File: config.mk
export PLATFORM = sky130hd
export DESIGN_NAME = ddrrq_top
export DESIGN_NICKNAME = d
export VERILOG_FILES = /design/src/ddrrq_pkg.sv /design/src/ddrrq_top.sv /design/src/ddrrq_cmd_queue.sv
export VERILOG_INCLUDE_DIRS = /design/src /design/src/src
export SDC_FILE = /design/constraint.sdc
export NUM_CORES = 1
export LEC_CHECK = 0
export CAP_MARGIN = 30
export CORE_MARGIN = 1.5
export CORE_UTILIZATION = 39
export CTS_BUF_LIST = sky130_fd_sc_hd__clkbuf_16
export DETAILED_ROUTE_END_ITERATION = 16
export DONT_BUFFER_PORTS = 1
export PLACE_DENSITY = 0.62
export SLEW_MARGIN = 15
export SYNTH_ARGS = -nofsm -noshare
export SYNTH_HDL_FRONTEND = slang
export SYNTH_SLANG_ARGS = --single-unit
File: constraint.sdc
create_clock -name i_clk_sys -period 9.9 [get_ports i_clk_sys]
set_input_delay 1.98 -clock i_clk_sys [delete_from_list [all_inputs] [get_ports i_clk_sys]]
set_output_delay 1.98 -clock i_clk_sys [all_outputs]
set_load 0.01 [all_outputs]
File: src/ddrrq_defines.svh
// constants for the sdram request and data path
`ifndef DDRRQ_DEFINES_SVH
`define DDRRQ_DEFINES_SVH
`define DDRRQ_COL_SHIFT 2
`define DDRRQ_ALIGN_BITS 3
`define DDRRQ_QDEPTH 8
`define DDRRQ_ECC_LAT 0
`define DDRRQ_BANK_W 3
`define DDRRQ_ROW_W 13
`define DDRRQ_LCOL_W 11
`define DDRRQ_DATA_W 32
`define DDRRQ_RST_BIT 1'b0
`endif

File: src/ddrrq_pkg.sv
// types shared by the sdram request and data path
package ddrrq_pkg;
  typedef logic [1:0] ddrrq_size_t;
  typedef enum logic [2:0] {
    DDRRQ_ST_IDLE = 3'b001,
    DDRRQ_ST_RD = 3'b010,
    DDRRQ_ST_WR = 3'b100
  } ddrrq_state_t;
endpackage

File: src/ddrrq_top.sv
// request and data path between local user port and memory phy
`timescale 1ns/1ps
`include "ddrrq_defines.svh"
module ddrrq_top #(
  parameter int BANK_W = `DDRRQ_BANK_W,
  parameter int ROW_W = `DDRRQ_ROW_W,
  parameter int LCOL_W = `DDRRQ_LCOL_W,
  parameter int DATA_W = `DDRRQ_DATA_W,
  parameter int QDEPTH = `DDRRQ_QDEPTH,
  parameter int ECC_LAT = `DDRRQ_ECC_LAT,
  parameter int AW = BANK_W + ROW_W + LCOL_W,
  parameter int MCOL_W = LCOL_W + `DDRRQ_COL_SHIFT
) (
  // clock and reset
  input wire logic i_clk_sys,
  input wire logic i_reset,
  // local request side
  input wire logic i_local_rd_req,
  input wire logic i_local_wr_req,
  input wire ddrrq_pkg::ddrrq_size_t i_local_size,
  input wire logic [AW-1:0] i_local_addr,
  input wire logic [DATA_W-1:0] i_local_wdata,
  input wire logic [DATA_W/8-1:0] i_local_be,
  output logic o_local_ready,
  // local read return
  output logic [DATA_W-1:0] o_local_rdata,
  output logic o_local_rdata_valid,
  // phy command and write side
  output logic o_phy_cmd_valid,
  output logic o_phy_cmd_wr,
  output logic [BANK_W-1:0] o_phy_bank,
  output logic [ROW_W-1:0] o_phy_row,
  output logic [MCOL_W-1:0] o_phy_col,
  output logic [DATA_W-1:0] o_phy_wdata,
  output logic [DATA_W/8-1:0] o_phy_be,
  output logic o_phy_wdata_valid,
  output logic o_phy_dqs_burst,
  output logic o_phy_doing_rd,
  // phy read return
  input wire logic [DATA_W-1:0] i_phy_rdata,
  input wire logic i_phy_rdata_valid
);
  import ddrrq_pkg::*;

  localparam int AB = `DDRRQ_ALIGN_BITS;
  localparam int QW = 2 + 2 + AW + DATA_W + DATA_W / 8;

  // ----------------------------------------------------------------
  // request acceptance
  // ----------------------------------------------------------------
  logic q_full, q_empty, q_pop, q_push, accept;
  logic [QW-1:0] q_in, q_out;
  ddrrq_size_t beats_left_r, beats_left_nxt;
  logic is_first;

  assign o_local_ready = !q_full && !i_reset;
  assign accept = o_local_ready && (i_local_rd_req || i_local_wr_req);
  assign q_push = accept;
  // later beats of a multi-beat write carry data only
  assign is_first = (beats_left_r == 2'h0);
  assign q_in = {i_local_wr_req, is_first, i_local_size, i_local_addr,
                 i_local_wdata, i_local_be};

  always_comb begin
    beats_left_nxt = beats_left_r;
    if (accept && i_local_wr_req) begin
      if (is_first) begin
        // size zero is treated as a single beat
        beats_left_nxt = (i_local_size == 2'h0) ? 2'h0 :
                         i_local_size - 2'h1;
      end else begin
        beats_left_nxt = beats_left_r - 2'h1;
      end
    end
  end

  always_ff @(posedge i_clk_sys) begin
    if (i_reset) begin
      beats_left_r <= 2'h0;
    end else begin
      beats_left_r <= beats_left_nxt;
    end
  end

  ddrrq_cmd_queue #(
    .W(QW),
    .DEPTH(QDEPTH)
  ) u_queue (
    .i_clk_sys(i_clk_sys),
    .i_reset(i_reset),
    .i_push(q_push),
    .i_data(q_in),
    .o_full(q_full),
    .i_pop(q_pop),
    .o_data(q_out),
    .o_empty(q_empty)
  );

  // ----------------------------------------------------------------
  // head decode and address map
  // ----------------------------------------------------------------
  logic h_wr;
  ddrrq_size_t h_size;
  logic [AW-1:0] h_addr;
  logic [DATA_W-1:0] h_wdata;
  logic [DATA_W/8-1:0] h_be;
  logic [MCOL_W-1:0] h_col;
  logic h_first;

  assign h_wr = q_out[QW-1];
  assign h_first = q_out[QW-2];
  assign h_size = q_out[QW-3 -: 2];
  assign h_addr = q_out[QW-5 -: AW];
  assign h_wdata = q_out[DATA_W/8 +: DATA_W];
  assign h_be = q_out[DATA_W/8-1:0];
  assign h_col = {h_addr[LCOL_W-1:0], 2'h0};

  // ----------------------------------------------------------------
  // sequencer toward the phy
  // ----------------------------------------------------------------
  ddrrq_state_t state_r, state_nxt;
  ddrrq_size_t left_r, left_nxt;
  logic cmd_v_nxt, cmd_wr_nxt, wdv_nxt, dqs_nxt, doing_nxt;
  logic [BANK_W-1:0] bank_nxt;
  logic [ROW_W-1:0] row_nxt;
  logic [MCOL_W-1:0] col_nxt, wcol_r, wcol_nxt;
  logic [DATA_W-1:0] wdata_nxt;
  logic [DATA_W/8-1:0] be_nxt;

  always_comb begin
    state_nxt = state_r;
    left_nxt = left_r;
    wcol_nxt = wcol_r;
    q_pop = 1'b0;
    cmd_v_nxt = 1'b0;
    cmd_wr_nxt = o_phy_cmd_wr;
    bank_nxt = o_phy_bank;
    row_nxt = o_phy_row;
    col_nxt = o_phy_col;
    wdata_nxt = o_phy_wdata;
    be_nxt = o_phy_be;
    wdv_nxt = 1'b0;
    doing_nxt = 1'b0;
    case (state_r)
      DDRRQ_ST_IDLE: begin
        if (!q_empty) begin
          q_pop = 1'b1;
          cmd_v_nxt = 1'b1;
          cmd_wr_nxt = h_wr;
          bank_nxt = h_addr[AW-1 -: BANK_W];
          row_nxt = h_addr[LCOL_W +: ROW_W];
          col_nxt = h_col;
          left_nxt = (h_size == 2'h0) ? 2'h1 : h_size;
          if (h_wr) begin
            wdata_nxt = h_wdata;
            be_nxt = h_be;
            wdv_nxt = 1'b1;
            left_nxt = left_nxt - 2'h1;
            wcol_nxt = h_col;
            state_nxt = DDRRQ_ST_WR;
          end else begin
            doing_nxt = 1'b1;
            state_nxt = DDRRQ_ST_RD;
          end
        end
      end
      DDRRQ_ST_RD: begin
        if (left_r > 2'h1) begin
          doing_nxt = 1'b1;
          left_nxt = left_r - 2'h1;
        end else begin
          state_nxt = DDRRQ_ST_IDLE;
        end
      end
      DDRRQ_ST_WR: begin
        if (left_r != 2'h0) begin
          // a gap in user beats stalls here with dqs kept framed
          if (!q_empty) begin
            q_pop = 1'b1;
            wdata_nxt = h_wdata;
            be_nxt = h_be;
            wdv_nxt = 1'b1;
            left_nxt = left_r - 2'h1;
          end
        end else begin
          if (wcol_r[AB-1:0] != '0) begin
            cmd_v_nxt = 1'b1;
            cmd_wr_nxt = 1'b1;
            col_nxt = {wcol_r[MCOL_W-1:AB] + 1'b1, {AB{1'b0}}};
          end
          state_nxt = DDRRQ_ST_IDLE;
        end
      end
      default: begin
        state_nxt = DDRRQ_ST_IDLE;
      end
    endcase
    dqs_nxt = wdv_nxt || (state_nxt == DDRRQ_ST_WR && left_nxt != 2'h0);
  end

  always_ff @(posedge i_clk_sys) begin
    if (i_reset) begin
      state_r <= DDRRQ_ST_IDLE;
      left_r <= 2'h0;
      wcol_r <= '0;
      o_phy_cmd_valid <= `DDRRQ_RST_BIT;
      o_phy_cmd_wr <= `DDRRQ_RST_BIT;
      o_phy_bank <= '0;
      o_phy_row <= '0;
      o_phy_col <= '0;
      o_phy_wdata <= '0;
      o_phy_be <= '0;
      o_phy_wdata_valid <= `DDRRQ_RST_BIT;
      o_phy_dqs_burst <= `DDRRQ_RST_BIT;
      o_phy_doing_rd <= `DDRRQ_RST_BIT;
    end else begin
      state_r <= state_nxt;
      left_r <= left_nxt;
      wcol_r <= wcol_nxt;
      o_phy_cmd_valid <= cmd_v_nxt;
      o_phy_cmd_wr <= cmd_wr_nxt;
      o_phy_bank <= bank_nxt;
      o_phy_row <= row_nxt;
      o_phy_col <= col_nxt;
      o_phy_wdata <= wdata_nxt;
      o_phy_be <= be_nxt;
      o_phy_wdata_valid <= wdv_nxt;
      o_phy_dqs_burst <= dqs_nxt;
      o_phy_doing_rd <= doing_nxt;
    end
  end

  // ----------------------------------------------------------------
  // read return, optional ecc latency
  // ----------------------------------------------------------------
  generate
    if (ECC_LAT == 0) begin : g_pass
      // zero delay means this path is combinational from the phy
      assign o_local_rdata = i_phy_rdata;
      assign o_local_rdata_valid = i_phy_rdata_valid && !i_reset;
    end else begin : g_ecc
      logic [DATA_W-1:0] d_r [ECC_LAT];
      logic [ECC_LAT-1:0] v_r, v_nxt;
      always_comb begin
        v_nxt = v_r << 1;
        v_nxt[0] = i_phy_rdata_valid;
      end
      always_ff @(posedge i_clk_sys) begin
        if (i_reset) begin
          v_r <= '0;
        end else begin
          v_r <= v_nxt;
        end
      end
      always_ff @(posedge i_clk_sys) begin
        d_r[0] <= i_phy_rdata;
        for (int k = 1; k < ECC_LAT; k++) begin
          d_r[k] <= d_r[k-1];
        end
      end
      assign o_local_rdata = d_r[ECC_LAT-1];
      assign o_local_rdata_valid = v_r[ECC_LAT-1];
    end
  endgenerate

  // ----------------------------------------------------------------
  // checks
  // ----------------------------------------------------------------
  a_full_refuses: assert property (@(posedge i_clk_sys)
    q_full |-> !o_local_ready)
    else $error("ready high while queue full");
  // ready is combinational, so it is already low while reset is still applied
  a_reset_quiet: assert property (@(posedge i_clk_sys)
    i_reset |-> !o_local_ready ##1 (!o_phy_wdata_valid && !o_phy_doing_rd
    && !o_phy_cmd_valid))
    else $error("strobes active after reset");
  a_beat_order: assert property (@(posedge i_clk_sys) disable iff (i_reset)
    q_pop |-> h_first == (state_r == DDRRQ_ST_IDLE))
    else $error("write beats out of order in queue");
  a_col_shifted: assert property (@(posedge i_clk_sys) disable iff (i_reset)
    o_phy_cmd_valid |-> o_phy_col[1:0] == 2'h0)
    else $error("memory column not shifted by two");
  a_rd_len_two: assert property (@(posedge i_clk_sys) disable iff (i_reset)
    q_pop && state_r == DDRRQ_ST_IDLE && !h_wr && h_size == 2'h2
    |=> o_phy_cmd_valid && o_phy_doing_rd ##1 o_phy_doing_rd
    ##1 !o_phy_doing_rd)
    else $error("read-in-progress length wrong for size two");
  a_wdv_dqs: assert property (@(posedge i_clk_sys) disable iff (i_reset)
    o_phy_wdata_valid |-> o_phy_dqs_burst)
    else $error("write data valid outside dqs burst");
  a_wr_cmd_data: assert property (@(posedge i_clk_sys) disable iff (i_reset)
    o_phy_cmd_valid && o_phy_cmd_wr && state_r == DDRRQ_ST_WR && left_r != 2'h0
    |-> o_phy_wdata_valid)
    else $error("write command without first data beat");
  a_unaligned_extra: assert property (@(posedge i_clk_sys) disable iff (i_reset)
    state_r == DDRRQ_ST_WR && left_r == 2'h0 && wcol_r[AB-1:0] != '0
    |=> o_phy_cmd_valid && o_phy_cmd_wr && o_phy_col[AB-1:0] == '0
    && o_phy_col[MCOL_W-1:AB] == $past(wcol_r[MCOL_W-1:AB]) + 1'b1)
    else $error("no extra burst at next aligned column");
  a_rd_return: assert property (@(posedge i_clk_sys) disable iff (i_reset)
    o_local_rdata_valid == $past(i_phy_rdata_valid, ECC_LAT == 0 ? 1 : ECC_LAT)
    || ECC_LAT == 0)
    else $error("local read valid misaligned with phy");
  a_rd_zero_lat: assert property (@(posedge i_clk_sys) disable iff (i_reset)
    ECC_LAT == 0 && i_phy_rdata_valid |-> o_local_rdata_valid
    && o_local_rdata == i_phy_rdata)
    else $error("read data delayed without ecc");
  c_read: cover property (@(posedge i_clk_sys) o_phy_cmd_valid && !o_phy_cmd_wr);
  c_extra: cover property (@(posedge i_clk_sys)
    state_r == DDRRQ_ST_WR && left_r == 2'h0 && wcol_r[AB-1:0] != '0);
  c_full: cover property (@(posedge i_clk_sys) q_full && i_local_rd_req);
  c_rvalid: cover property (@(posedge i_clk_sys) o_local_rdata_valid);
endmodule // ddrrq_top

File: src/ddrrq_cmd_queue.sv
// show-ahead command queue with honest full and empty
`timescale 1ns/1ps
module ddrrq_cmd_queue #(
  parameter int W = 8,
  parameter int DEPTH = 8
) (
  // clock and reset
  input wire logic i_clk_sys,
  input wire logic i_reset,
  // fill side
  input wire logic i_push,
  input wire logic [W-1:0] i_data,
  output logic o_full,
  // drain side
  input wire logic i_pop,
  output logic [W-1:0] o_data,
  output logic o_empty
);
  localparam int PW = $clog2(DEPTH);
  logic [W-1:0] mem [DEPTH];
  logic [PW:0] wp_r, wp_nxt, rp_r, rp_nxt;
  logic do_push, do_pop;

  assign o_empty = (wp_r == rp_r);
  assign o_full = (wp_r[PW-1:0] == rp_r[PW-1:0]) && (wp_r[PW] != rp_r[PW]);
  assign do_push = i_push && !o_full;
  assign do_pop = i_pop && !o_empty;
  assign o_data = mem[rp_r[PW-1:0]];

  always_comb begin
    wp_nxt = wp_r;
    rp_nxt = rp_r;
    if (do_push) begin
      wp_nxt = wp_r + 1'b1;
    end
    if (do_pop) begin
      rp_nxt = rp_r + 1'b1;
    end
  end

  // reset empties the queue, dropping anything pending
  always_ff @(posedge i_clk_sys) begin
    if (i_reset) begin
      wp_r <= '0;
      rp_r <= '0;
    end else begin
      wp_r <= wp_nxt;
      rp_r <= rp_nxt;
    end
  end

  always_ff @(posedge i_clk_sys) begin
    if (do_push) begin
      mem[wp_r[PW-1:0]] <= i_data;
    end
  end

  a_push_fills: assert property (@(posedge i_clk_sys) disable iff (i_reset)
    do_push && !do_pop |=> !o_empty)
    else $error("accepted entry not held in queue");
  a_reset_empty: assert property (@(posedge i_clk_sys)
    i_reset |=> o_empty && !o_full)
    else $error("queue not emptied by reset");
endmodule // ddrrq_cmd_queue

==> qor.yml <==
run_status:
  status: "complete, no violations"
power:
  p_leak_nw: 8.15
  ir_drop_v: 0.000143
  pwr-share-seq: 0.475
  clkPwrFrac: 0.324
  internal_power_w: 0.00492
  power.switching_w: 0.00189
  combPwrFrac: 0.201
  swShare: 0.278
  power.density_nw_per_um2: 256
cts:
  numCtsBuffers: 59
  path_clk_slew_ns: 0.06
  h-tree-depth: 2
  ctsHoldBuffers: 0
  root_buffer: "clkbuf_16"
  clk_latency_ns: 0.61
  cts_resized: 0
  post_cts_buffers: 0
  clockBufferDepth: 3
  clock_sinks: 623
  cts_tree: "yes"
global_routing:
  grt_use_total: 0.153
  antenna_found_initial: 0
  grt_overflow: 0
  grt_max_degree: 94
  grt_pass1_vias: 11300
  grt_pass1_wl_mm: 72.0
final_layout:
  layout.nets: 1324
  antennaDiodeCount: 0
  areaGrowthSynthToFinish_pct: 11.7
  fin_util: 0.441
  fin_cells: 2048
  fill_cells: 5019
  layout-drive-gt1-share: 0.242
setup_path:
  crit_chain: "a41oi_2"
  critical_path.max_stage_delay_ns: 0.30
  critPathKind: "primary input to primary output"
  end_kind: "primary output"
  critPathMaxFanout: 93
  cp_num_buf_inv: 0
  cp-start-kind: "primary input"
  crit_arrival_ns: 2.32
  crit_required_ns: 7.92
  slowest_stage: "a41oi_2"
  path_delay_family: "compound AO/OA/AOI/OAI gates"
route:
  route.detailed.drc: 0
  first_iter_violations: 820
  avgViaCountPerCell: 5.33
  wire_per_inst_um: 23.3
  vias: 10900
  dr.pass1.iters: 4
  drt-total-wl_mm: 47.8
  postRouteAntennaNets: 0
place:
  port_buffers: 0
  dp.cells: 1933
  dp_hpwl_mm: 27.9
  gp_congestion: 0.772
timing:
  skew_ns: 0.00995
  tightestPinTransition_ns: 0.918
  final.setup.tns_ns: 0
  max_freq_mhz: 232
  finalSetupViolCount: 0
  slew-limit-headroom: 0.386
  min_period_ns: 4.30
  slew_violations: 0
  fin_crit_sh: 0.435
  rsz0062_at_grt: "false"
  finalHoldViolations: 0
floorplanning:
  die_y_um: 250
  coreArea_um2: 60500
  die_w_um: 250
  io_pins: 206
  initial_core_util: 0.395
  dieArea_um2: 62700
  rows: 90
synthesis:
  synth_edf_count: 528
  synth_top_area_cell: "edfxtp_1"
  seq_area_frac_synth: 0.744
  yosysWarningCount: 0
  synth.area.top_cells: "edfxtp_1, mux4_2, dfxtp_1"
  ys_types: 47
  synth-seq-cells: 623
  synth_ff_type: "edfxtp_1"
  syn_inst: 1225
  async_flop_share: 0
  yosysMostFrequentCell: "edfxtp_1"
  postSynthAreaPerCell_um2: 19.5
  synth_top_area_share: 0.664
  synthTopCellsByCount: "edfxtp_1, mux4_2, nor2_1"
  syn_area_um2: 23900
flow_run:
  maxCapViolCount: 0
worst_hold_path:
  hold_class: "register to register"
==> cell type report <==
cell class / instances / area [µm²] / share of cell area
well taps: 782 / 978 / 0.0367
multi-input cells: 495 / 5590 / 0.210
inverters: 8 / 30.0 / 0.00113
clock inverters: 51 / 410 / 0.0154
flip-flops and latches: 623 / 17800 / 0.666
clock buffers: 60 / 1500 / 0.0563
repair buffers: 29 / 387 / 0.0145
==> final timing paths <==
check,slack [ns],from,cells after the start,to
max reg2reg,5.94,register,9,o_phy_dqs_burst$_SDFF_PP0_
max,5.60,i_reset,1,o_local_ready
min reg2reg,0.48,wcol_r[2]$_SDFFE_PP0P_,2,wcol_r[2]$_SDFFE_PP0P_
min,0.48,wcol_r[2]$_SDFFE_PP0P_,2,wcol_r[2]$_SDFFE_PP0P_
==> power by group through the flow <==
stage / Combinational (W) / Clock (W) / Sequential (W)
2_1_floorplan: 0.00113 / 0 / 0.00321
3_3_place_gp: 0.00130 / 0 / 0.00332
3_5_place_dp: 0.00135 / 0 / 0.00333
4_1_cts: 0.00136 / 0.00227 / 0.00327
5_1_grt: 0.00150 / 0.00237 / 0.00327
6_report: 0.00137 / 0.00221 / 0.00324
==> cells in the final DEF, fill, tap and decap left out, types with 3 or more instances in the layout <==
cell type,count
a211oi_1,35
a211oi_2,26
a21oi_1,24
buf_12,3
buf_16,6
buf_4,18
bufinv_16,6
clkbuf_16,60
clkinv_1,14
clkinv_2,13
clkinvlp_4,4
dfxtp_1,92
dfxtp_4,3
edfxtp_1,528
ha_1,6
inv_1,18
mux2_2,11
mux2i_1,56
mux4_2,132
nand2_1,20
nand2b_1,6
nand3_1,4
nand4_1,3
nor2_1,96
nor2_4,6
nor3_1,3
o21ai_0,15
xnor2_1,8
xor2_1,9
==> routing by layer <==
layer	track usage	vias up	part of all wire
met5	0	-	0
met4	0.0423	0	0.021
met3	0.0484	95	0.070
met2	0.252	219	0.49
met1	0.195	5728	0.42
li1	-	4876	-
==> sequential cells by signal (all words and copies together), names as in the netlist, named ones only <==
signal,cells
left_r,2
o_phy_bank,3
o_phy_be,4
o_phy_cmd_valid,1
o_phy_cmd_wr,1
o_phy_col,11
o_phy_doing_rd,1
o_phy_dqs_burst,1
o_phy_row,13
o_phy_wdata,32
o_phy_wdata_valid,1
state_r,3
u_queue.mem,528
u_queue.rp_r,4
u_queue.wp_r,4
wcol_r,11
==> metrics by stage <==
step / setup slack [ns] / hold WS (ns) / cell area, µm² / total power, W
after global routing: 5.53 / 0.498 / 26700 / 0.00714
after detailed placement: 5.01 / 0.464 / 24700 / 0.00468
after floorplan: 2.25 / 0.449 / 23900 / 0.00434
final: 5.60 / 0.481 / 26700 / 0.00682
after global placement: 5.02 / 0.459 / 24500 / 0.00462
after CTS: 5.61 / 0.475 / 26600 / 0.00690
==> kinds of logic (layout without fill, tap and decap cells) <==
family	count (synthesis)	count (layout)	share of synthesized area
xor+xnor	17	17	0.00624
buf+inv	108	148	0.0255
fa+ha+maj	6	6	0.00314
simple gates	155	155	0.0281
other cells	1	2	0.000157
flops	623	623	0.744
compound gates	115	115	0.0391
mux	200	200	0.154
Power figures use the tool's default switching activity.
